File: src/mc_status_pkg.sv
// Field positions, codes and reset values of the machine-check status layouts
package mc_status_pkg;

  localparam int STATUS_W = 64;

  // Architectural error code field, shared by both layouts
  localparam int CODE_LSB = 0;
  localparam int CODE_MSB = 15;

  // Fixed upper pattern of a compound bus-error code (bits 15:11)
  localparam int          BUS_PREFIX_LSB = 11;
  localparam logic [4:0]  BUS_CODE_PREFIX = 5'h01;
  localparam int          BUS_DETAIL_W   = 11;

  // Fixed upper pattern of a compound memory-hierarchy code (bits 15:8)
  localparam int          MEM_PREFIX_LSB = 8;
  localparam logic [7:0]  MEM_CODE_PREFIX = 8'h01;
  localparam int          MEM_DETAIL_W   = 8;

  // Bus-error layout model-specific bits
  localparam int BUS_ADDR_PARITY_BIT   = 16;
  localparam int BUS_RESP_HARD_BIT     = 17;
  localparam int BUS_RESP_PARITY_BIT   = 18;
  localparam int BUS_DATA_PARITY_BIT   = 19;
  localparam int BUS_INVALID_REQ_BIT   = 20;
  localparam int BUS_STROBE_SYNC_BIT   = 21;
  localparam int BUS_DATA_GLITCH_BIT   = 22;
  localparam int BUS_ADDR_GLITCH_BIT   = 23;

  // Memory-hierarchy layout model-specific fields
  localparam int MEM_TAG_ERR_LSB       = 16;
  localparam int MEM_DATA_ERR_LSB      = 18;
  localparam int MEM_THIRD_LEVEL_BIT   = 20;
  localparam int MEM_INVALID_REQ_BIT   = 21;
  localparam int MEM_COUNT_LSB         = 32;
  localparam int COUNT_W               = 8;

  // Reset values and the saturation value of the error count
  localparam logic [STATUS_W-1:0] STATUS_RESET = 64'h0000_0000_0000_0000;
  localparam logic [COUNT_W-1:0]  COUNT_RESET  = 8'h00;
  localparam logic [COUNT_W-1:0]  COUNT_MAX    = 8'hff;

  // Processor signature that uses the invalid-request bit of the bus layout (value arbitrary)
  localparam logic [31:0] INVALID_REQ_SIGNATURE = 32'h0000_0a5c;

  // Tag error encodings
  typedef enum logic [1:0] {
    TAG_NONE       = 2'b00,
    TAG_MISS_CLEAN = 2'b01,
    TAG_HIT_FAULT  = 2'b10,
    TAG_MISS_FAULT = 2'b11
  } tag_err_t;

  // Data error encodings
  typedef enum logic [1:0] {
    DATA_NONE         = 2'b00,
    DATA_SINGLE       = 2'b01,
    DATA_DOUBLE_CLEAN = 2'b10,
    DATA_DOUBLE_DIRTY = 2'b11
  } data_err_t;

endpackage

File: src/mc_status_logger.sv
// Machine-check bank status capture for bus and memory-hierarchy errors
// What this block does
// RULE1 - Bus error code in bits 15:0 is 0000 1PPT RRRR IILL.
// RULE2 - Bus layout bit 16 set on address parity error, else zero.
// RULE3 - Bus layout bit 17 set on response hardware failure.
// RULE4 - Bus layout bit 18 set on response parity error.
// RULE5 - Bus layout bit 19 set on controller-space or bus data parity error.
// RULE6 - Bus layout bit 20 flags invalid controller request on one signature only.
// RULE7 - Bits 21, 22, 23 flag strobe sync loss, data glitch, address glitch.
// RULE8 - Memory error code in bits 15:0 is 0000 0001 RRRR TTLL.
// RULE9 - Bits 17:16 hold the two-bit tag error kind.
// RULE10 - Bits 19:18 hold the two-bit data error kind.
// RULE11 - Bit 20 is one for third-level cache, zero for second-level.
// RULE12 - Bit 21 set for write-back access to controller space, else cleared.
// RULE13 - Bits 39:32 count errors: zero first, then increment, saturate at 255.
// RULE14 - All fields of a layout update together in one cycle.
module mc_status_logger
  import mc_status_pkg::*;
#(
  parameter logic [31:0] CPU_SIGNATURE = 32'h0000_0001  // Value arbitrary
) (
  input  wire logic                    ref_clk,
  input  wire logic                    resetn,
  // Bus error event and its details
  input  wire logic                    bus_err_valid,
  input  wire logic [BUS_DETAIL_W-1:0] bus_err_detail,
  input  wire logic                    bus_addr_parity,
  input  wire logic                    bus_resp_hard_fail,
  input  wire logic                    bus_resp_parity,
  input  wire logic                    bus_data_parity,
  input  wire logic                    bus_invalid_req,
  input  wire logic                    strobe_sync_lost,
  input  wire logic                    data_strobe_glitch,
  input  wire logic                    addr_strobe_glitch,
  // Memory hierarchy error event and its details
  input  wire logic                    mem_err_valid,
  input  wire logic [MEM_DETAIL_W-1:0] mem_err_detail,
  input  wire logic [1:0]              mem_tag_err,
  input  wire logic [1:0]              mem_data_err,
  input  wire logic                    mem_third_level,
  input  wire logic                    mem_invalid_req,
  // Status words and update pulses
  output logic      [STATUS_W-1:0]     bus_status,
  output logic      [STATUS_W-1:0]     mem_status,
  output logic                         bus_logged,
  output logic                         mem_logged
);

  logic [COUNT_W-1:0]  err_total;
  logic [STATUS_W-1:0] next_bus_status;
  logic [STATUS_W-1:0] next_mem_status;
  logic [COUNT_W-1:0]  next_err_total;
  logic                next_bus_logged;
  logic                next_mem_logged;

  // Build the bus-layout word from one error event
  function automatic logic [STATUS_W-1:0] bus_word(
    input logic [BUS_DETAIL_W-1:0] detail,
    input logic                    addr_par,
    input logic                    hard,
    input logic                    resp_par,
    input logic                    data_par,
    input logic                    inv_req,
    input logic                    sync_lost,
    input logic                    d_glitch,
    input logic                    a_glitch
  );
    logic [STATUS_W-1:0] w;
    w = STATUS_RESET;
    // RULE1 compound bus code
    w[CODE_MSB:BUS_PREFIX_LSB]   = BUS_CODE_PREFIX;
    w[BUS_PREFIX_LSB-1:CODE_LSB] = detail;
    // RULE2 address parity
    w[BUS_ADDR_PARITY_BIT] = addr_par;
    // RULE3 response hard failure
    w[BUS_RESP_HARD_BIT] = hard;
    // RULE4 response parity
    w[BUS_RESP_PARITY_BIT] = resp_par;
    // RULE5 data parity
    w[BUS_DATA_PARITY_BIT] = data_par;
    // RULE6 revision-gated invalid request, reserved zero elsewhere
    w[BUS_INVALID_REQ_BIT] = (CPU_SIGNATURE == INVALID_REQ_SIGNATURE) && inv_req;
    // RULE7 pad strobe faults
    w[BUS_STROBE_SYNC_BIT] = sync_lost;
    w[BUS_DATA_GLITCH_BIT] = d_glitch;
    w[BUS_ADDR_GLITCH_BIT] = a_glitch;
    return w;
  endfunction

  // Build the memory-layout word from one error event
  function automatic logic [STATUS_W-1:0] mem_word(
    input logic [MEM_DETAIL_W-1:0] detail,
    input logic [1:0]              tag_err,
    input logic [1:0]              data_err,
    input logic                    third,
    input logic                    inv_req,
    input logic [COUNT_W-1:0]      count
  );
    logic [STATUS_W-1:0] w;
    w = STATUS_RESET;
    // RULE8 compound memory code
    w[CODE_MSB:MEM_PREFIX_LSB]   = MEM_CODE_PREFIX;
    w[MEM_PREFIX_LSB-1:CODE_LSB] = detail;
    // RULE9 tag error kind
    w[MEM_TAG_ERR_LSB+1:MEM_TAG_ERR_LSB] = tag_err;
    // RULE10 data error kind
    w[MEM_DATA_ERR_LSB+1:MEM_DATA_ERR_LSB] = data_err;
    // RULE11 cache level
    w[MEM_THIRD_LEVEL_BIT] = third;
    // RULE12 invalid controller-space request
    w[MEM_INVALID_REQ_BIT] = inv_req;
    // RULE13 count as it stood before this error
    w[MEM_COUNT_LSB+COUNT_W-1:MEM_COUNT_LSB] = count;
    return w;
  endfunction

  // Next status words, pulses and error count
  always_comb begin
    // Default: both words hold, pulses follow the event inputs
    next_bus_status = bus_status;
    next_mem_status = mem_status;
    next_err_total  = err_total;
    next_bus_logged = bus_err_valid;
    next_mem_logged = mem_err_valid;
    // RULE14 whole word captured at once
    if (bus_err_valid) begin
      next_bus_status = bus_word(bus_err_detail, bus_addr_parity, bus_resp_hard_fail, bus_resp_parity,
                                 bus_data_parity, bus_invalid_req, strobe_sync_lost,
                                 data_strobe_glitch, addr_strobe_glitch);
    end
    if (mem_err_valid) begin
      next_mem_status = mem_word(mem_err_detail, mem_tag_err, mem_data_err, mem_third_level,
                                 mem_invalid_req, err_total);
      // RULE13 saturating increment
      if (err_total != COUNT_MAX) begin
        next_err_total = err_total + 8'h01;
      end
    end
  end

  // Registers
  always_ff @(posedge ref_clk or negedge resetn) begin
    if (!resetn) begin
      bus_status <= STATUS_RESET;
      mem_status <= STATUS_RESET;
      err_total  <= COUNT_RESET;
      bus_logged <= 1'b0;
      mem_logged <= 1'b0;
    end else begin
      bus_status <= next_bus_status;
      mem_status <= next_mem_status;
      err_total  <= next_err_total;
      bus_logged <= next_bus_logged;
      mem_logged <= next_mem_logged;
    end
  end

  // Helper: a memory error has been seen since reset
  logic mem_seen;
  logic next_mem_seen;
  always_comb begin
    next_mem_seen = mem_seen || mem_err_valid;
  end
  // Register the helper flag
  always_ff @(posedge ref_clk or negedge resetn) begin
    if (!resetn) begin
      mem_seen <= 1'b0;
    end else begin
      mem_seen <= next_mem_seen;
    end
  end
endmodule

File: config.mk
export PLATFORM = sky130hd
export DESIGN_NAME = mc_status_logger
export DESIGN_NICKNAME = d
export VERILOG_FILES = /design/src/mc_status_pkg.sv /design/src/mc_status_logger.sv
export SDC_FILE = /design/constraint.sdc
export NUM_CORES = 1
export LEC_CHECK = 0
export BUFFER_PORTS_ARGS = -buffer_cell sky130_fd_sc_hd__buf_4
export CAP_MARGIN = 20
export CORE_UTILIZATION = 38
export CTS_BUF_LIST = sky130_fd_sc_hd__clkbuf_4 sky130_fd_sc_hd__clkbuf_8
export CTS_CLUSTER_DIAMETER = 100
export DETAILED_ROUTE_END_ITERATION = 10
export PLACE_DENSITY = 0.81
export SYNTH_ARGS = -nofsm -noshare
export SYNTH_HDL_FRONTEND = slang
export SYNTH_SLANG_ARGS = --single-unit
export TNS_END_PERCENT = 100
File: constraint.sdc
create_clock -name ref_clk -period 3.7 [get_ports ref_clk]
set_clock_uncertainty 0.15 [all_clocks]
set_input_delay 0.185 -clock ref_clk [delete_from_list [all_inputs] [get_ports ref_clk]]
set_output_delay 0.185 -clock ref_clk [all_outputs]
set_load 0.1 [all_outputs]
==> impl_results.md, run 1 <==
* Final Cycle Share at 43.40%
* Netlist Area Pre-Place at 2628 um^2
* Total Wirelength at 4726 um
* Share of cells above drive strength 1 at 40.31%
* R2R Setup Slk at 2.09 ns
* Sequential area share after synthesis at 49.52%
* Share of the synthesized area in the top cell type at 49.52%
* WL/cell at 11.76 um
* Initial core utilization at 40.45%
* Synthesized netlist cell count at 210
* Die W at 85.16 um
* Hold_ws at 0.03758 ns
* Placed inst area at 2963 um^2
* Class of the tightest hold or removal check: primary input to flip-flop
* Via count at 1636
* Worst R2R Start: err_total[0]
* Fin nets at 362
* Yosys warns at 0
* Core Region at 6495 um^2
* Fin Setup TNS at 0 ns
* Unrepaired setup endpoints after global routing: no
* Root Buffer: clkbuf_8
* Gpl congestion at 0.6986
* Clock Sinks at 52
* Cells on worst reg2reg path at 4
* Critical path class: flip-flop to flip-flop
* Max Freq at 0.6228 GHz
* Post-synth EDFFs at 0
* Post-synth ARST share at 100.0%
* Slew margin rel. at 57.29%
* Wire length of the first global-routing pass at 7534 um
* Startpoint Class: flip-flop
* Pleak at 1.688 nW
* Register bit total from synthesis at 52
* Synth area leaders: dfrtp_1 50%, buf_4 25%, mux2_2 17%
* Max rail drop VDD at 0.6265 mV
* Worst r2r dst: err_total[1]
* Worst Hold Path EP: mem_logged
* Max Slew Vio Count at 0
* Hold Path Depth at 1
* Iter 0 DRT Violations at 19
* Post-synth top flop: dfrtp_1
* Largest net degree at the start of global routing at 53
* Crit. End Element: flip-flop
* CTS Buffer Depth at 2
* Vias in the first global route at 1594
* Status: completed
* Worst EP required at 3.75 ns
* I/O Buffers at 79
* Num CTS Buffers at 5
* Worst-path clk slew at 0.10 ns
* Worst-Margin Slew at 0.6406 ns
* Diode count at 0
* Setup bufs post-CTS at 0
* CP max FO at 5
* Initial antenna violation count at 0
* Vias/cell at 4.070
* H-tree levels at 2
* DRT Pass-1 Iters at 3
* Arrival time worst endpoint at 1.65 ns
* Post-route ant nets at 0
* Yosys cell types at 22
* PwrDens at 715.0 nW/um^2
* DIE HEIGHT at 85.16 um
* DIE AREA at 7251 um^2
* CTS tree: yes
* Hold Violations, Final at 0
* Cts repair resizes at 0
* Overall Global Routing Usage at 13.15%
* # rows at 29
* Top cell type by total area after synthesis: dfrtp_1
* Crit path from: err_total[0]
* Drt drc at 0
* Syn_area_per_cell at 12.51 um^2
* Multi-input combinational cell area at 968.4 um^2
* Area Overhead vs Synth at 29.95%
* # IOs at 167
* Clock Latency Late Sink at 0.30 ns
* Final setup fails at 0
* DP HPWL at 2985 um
* Storage cell area at 1301 um^2
* Min Tclk post-route at 1.606 ns
* Hold path start: mem_err_valid
* Total power at 2.441 mW
* Gr ovfl total at 0
* Max-cap viol count at 0
* Final instance area at 3415 um^2
* Fill count at 561
==> state kept, by name, summed over array words and instances, names as in the netlist <==
register	flops
bus_status	19
mem_logged	1
bus_logged	1
err_total	8
mem_status	23
==> cell usage in the layout (no fill, tap or decap), types with 2 or more instances in the layout <==
cell type,count
xnor2_1,4
o21ai_0,2
or2_2,2
a21oi_1,3
dlygate4sd3_1,34
conb_1,86
and4_1,3
mux2_2,40
buf_4,79
clkbuf_8,5
dfrtp_1,52
==> cell type report <==
| class | count | share of cell area [%] |
|---|---|---|
| clock inverters | 3 | 1.246 |
| flip-flops and latches | 52 | 38.11 |
| repair buffers | 113 | 27.34 |
| multi-input cells | 151 | 28.36 |
| clock buffers | 5 | 2.015 |
| inverters | 1 | 0.1099 |
| well taps | 77 | 2.822 |
==> critical path, cell delays in order, from the launching register on <==
cell	delay, ns
dfrtp_1	0.42
ha_1	0.25
nand3_1	0.16
o21ai_2	0.19
mux2_1	0.33
==> power by group <==
group | switching (mW) | internal [mW]
sequential | 0.0896 | 0.679
combinational | 1.04 | 0.240
clock | 0.188 | 0.200
total | 1.32 | 1.12
==> worst max path at each step <==
stage,slack (ns),endpoint
finish,2.09,err_total[1]
global route,1.99,err_total[1]
CTS,2.08,err_total[1]
detailed placement,2.10,err_total[1]
global placement,2.12,err_total[1]
floorplan,2.22,err_total[1]
==> what timing repair did <==
| action | in CTS | in global routing |
|---|---|---|
| hold buffers | 34 | 0 |
| endpoints found under the setup margin | 0 | 0 |
| hold endpoints to repair | 85 | 0 |
==> cell families (layout without fill, tap and decap cells) <==
| kind of cell | Yosys count | in the layout | share of synthesized area, % |
|---|---|---|---|
| buf+inv | 92 | 122 | 25.76 |
| flops | 52 | 52 | 49.52 |
| mux | 42 | 42 | 17.95 |
| compound gates | 9 | 9 | 2.286 |
| simple gates | 9 | 9 | 2.524 |
| xor+xnor | 4 | 4 | 1.333 |
| fa+ha+maj | 1 | 1 | 0.4761 |
| other cells | 1 | 86 | 0.1427 |
==> layer usage <==
layer | wire length, um | vias to the layer above | share of wire, % | global-route usage [%]
li1 | - | 751 | - | -
met1 | 1660 | 778 | 35 | 13.82
met2 | 2571 | 97 | 54 | 24.71
met3 | 418 | 10 | 8.8 | 4.572
met4 | 75 | 0 | 1.6 | 3.698
met5 | 0 | - | 0 | 0
==> per-stage QoR <==
step	util, %	std cells	setup WS, ns
after global placement	45.62	360	2.124
final	52.57	402	2.094
after CTS	52.57	402	2.080
after detailed placement	45.62	360	2.103
after global routing	52.57	402	1.987
after floorplan	-	295	2.221
==> synthesized netlist by cell type, drive strengths merged (2+ instances only) <==
master	number
xnor2	4
a21oi	3
mux2	41
dfrtp	52
o21ai	3
and4	3
buf	91
or2	2
Power figures use the tool's default switching activity.
==> run 2, diff against run 1 <==
- PLACE_DENSITY: 0.81 -> 0.84
- clock period: 3.7 -> 1.3 ns (I/O delays scaled with it)
==> run 2 against run 1 <==
  * Clock-buffer cell count is 3 higher
  * The run now ends with negative setup slack left
  * Core utilization grew 4.4 points
  * Die area unchanged
  * Via count is 3.9% higher
  * Flip-flop and latch count unchanged
  * Register-to-register slack worse by 2.2 ns
  * Combinational power grew to 3.3 times the previous value
  * Sequential power grew to 2.9 times the previous value
  * Power rose to 3.0 times the previous value
  * Clock power grew to 2.6 times the previous value
  * Critical endpoint unchanged
==> impl_results.md, run 2 (same netlist as run 1, synthesis figures left out) <==
* Status: complete, but fails checks
* Failing checks: negative setup slack
* Flop pwr share at 29.9% (-1.6 points)
* DIE AREA at 7251 um^2 (unchanged)
* Fin Setup TNS at -0.3095 ns (-0.3095 ns)
* Max Freq at 0.7095 GHz (+14%)
* R2R Setup Slk at -0.11 ns (-2.20 ns)
* Combinational share of power at 56.6% (+4.0 points)
* PwrDens at 1998 nW/um^2 (+180%)
* DP HPWL at 3560 um (+19%)
* Largest register by flop count: mem_status
* WL/cell at 12.55 um (+6.7%)
* # IOs at 167 (unchanged)
* Startpoint Class: flip-flop
* Slowest stage delay, CP at 0.40 ns (-0.02 ns)
* Cells on worst reg2reg path at 4 (unchanged)
* Setup ws final at -0.1094 ns (-2.204 ns)
* Switching power at 3.927 mW (+200%)
* Initial core utilization at 40.45% (unchanged)
* Core Region at 6495 um^2 (unchanged)
* Fin nets at 379 (+4.7%)
* Vias in the first global route at 1682 (+5.5%)
* Final setup fails at 6 (+6)
* H-tree levels at 2 (unchanged)
* Hold Violations, Final at 0 (unchanged)
* Share of cells above drive strength 1 at 59.06% (+19 points)
* Clock Latency Late Sink at 0.30 ns (about the same)
* Sw Share at 53.13% (-1.0 points)
* Gpl congestion at 0.6662 (-4.6%)
* Slowest cell on crit path: dfrtp_1
* Final Cycle Share at 108.4% (+65 points)
* CP cell instances: ha_4 -> nand3_4 -> o21ai_4 -> mux2_4
* Arrival time worst endpoint at 1.45 ns (-0.20 ns)
* Post-route ant nets at 0 (unchanged)
* I/O Buffers at 79 (unchanged)
* Unrepaired setup endpoints after global routing: yes
* Class of the tightest hold or removal check: primary input to async pin
* Vias/cell at 4.055 (-0.36%)
* Overall Global Routing Usage at 14.27% (+1.1 points)
* CTS tree: yes
* Initial antenna violation count at 0 (unchanged)
* Number of flip-flops in the largest register at 23 (unchanged)
* Diode count at 0 (unchanged)
* Largest net degree at the start of global routing at 33 (-38%)
* Fill count at 519 (-7.5%)
* Worst-path clk slew at 0.09 ns (about the same)
* Die W at 85.16 um (unchanged)
* Root Buffer: clkbuf_8
* Critical path class: flip-flop to flip-flop
* Worst EP required at 1.34 ns (-2.41 ns)
* Total Wirelength at 5258 um (+11%)
* Clk pwr share at 13.5% (-2.4 points)
* CP max FO at 3 (-2)
* Iter 0 DRT Violations at 38 (+19)
* Worst R2R Start: err_total[1]
* P_int at 3.464 mW (+210%)
* Worst r2r dst: err_total[1]
* WP buf/inv at 0 (unchanged)
* Total power at 7.391 mW (+200%)
* Crit. End Element: flip-flop
* CTS Buffer Depth at 2 (unchanged)
* Biggest regs: mem_status: 23 flops, bus_status: 19 flops, err_total: 8 flops
* Area Overhead vs Synth at 40.81%
* Hold_ws at 0.02563 ns (-0.01196 ns)
* # rows at 29 (unchanged)
* Drt drc at 0 (unchanged)
* Max rail drop VDD at 1.318 mV (+110%)
* Commonest non-fill, non-tap cell in the layout: buf_4
* Gr ovfl total at 0 (unchanged)
* Leading cell types in the layout, fill and taps excluded: 95 x buf_4, 86 x conb_1, 42 x dfrtp_2, 40 x mux2_2, 34 x dlygate4sd3_1
* Pleak at 1.760 nW (+4.3%)
* DIE HEIGHT at 85.16 um (unchanged)
* Max Slew Vio Count at 0 (unchanged)
* Max-cap viol count at 0 (unchanged)
* Via count at 1699 (+3.9%)
* Min Tclk post-route at 1.409 ns (-0.1964 ns)
* CP delay by family, top: flip-flops
* Num CTS Buffers at 5 (unchanged)
* Clock Sinks at 52 (unchanged)
* DRT Pass-1 Iters at 4 (+1)
* Wire length of the first global-routing pass at 8121 um (+7.8%)
run 2: power groups by stage:
stage / Combinational (mW) / Sequential, mW / Clock [mW]
2_1_floorplan: 1.73 / 3.78 / 0
3_3_place_gp: 3.89 / 2.20 / 0
3_5_place_dp: 3.93 / 2.22 / 0
4_1_cts: 4.09 / 2.19 / 1.06
5_1_grt: 4.33 / 2.26 / 1.11
6_report: 4.19 / 2.21 / 0.995
run 2: final cells by class:
cell class	count	area, um^2	area share [%]
repair buffers	130	1074	29.02
flip-flops and latches	52	1354	36.59
clock buffers	8	103.9	2.807
multi-input cells	151	1069	28.88
well taps	77	96.34	2.604
inverters	1	3.754	0.1015
run 2: what timing repair did:
item / in CTS / in global routing
gates cloned: 0 / 0
resized for setup: 7 / 10
endpoints found under the setup margin: 6 / 8
hold endpoints to repair: 85 / 0
hold buffers: 34 / 0
setup buffers: 2 / 0
pin swaps: 5 / 6
run 2: worst register-to-register path, cell delays in order (launching register included):
cell and delay [ns]:
dfrtp_1 0.40, ha_4 0.17, nand3_4 0.09, o21ai_4 0.17, mux2_4 0.32
run 2: per-layer routing:
metal	GRT usage, %	up-vias	routed length, um
met1	15.41	806	1946
met5	0	-	0
met2	27.42	98	2805
li1	-	787	-
met4	3.698	0	49
met3	3.696	8	458
run 2: per-stage QoR:
step	area (um^2)	utilization, %	cells	setup slack (ns)
after floorplan	3024	-	295	-0.1210
after global placement	3166	48.74	375	-0.08225
after detailed placement	3166	48.74	375	-0.1240
after CTS	3650	56.19	419	-0.09781
after global routing	3700	56.96	419	-0.1738
final	3700	56.96	419	-0.1094
run 2: how the worst max path moves through the flow:
| stage | from | to | slack, ns | cells past startpoint |
|---|---|---|---|---|
| global placement | err_total[1] | err_total[1] | -0.08 | 4 |
| finish | err_total[1] | err_total[1] | -0.11 | 4 |
| detailed placement | err_total[1] | err_total[1] | -0.12 | 4 |
| floorplan | err_total[0] | err_total[1] | -0.12 | 4 |
| CTS | err_total[0] | err_total[0] | -0.1 | 6 |
| global route | err_total[1] | err_total[1] | -0.17 | 4 |
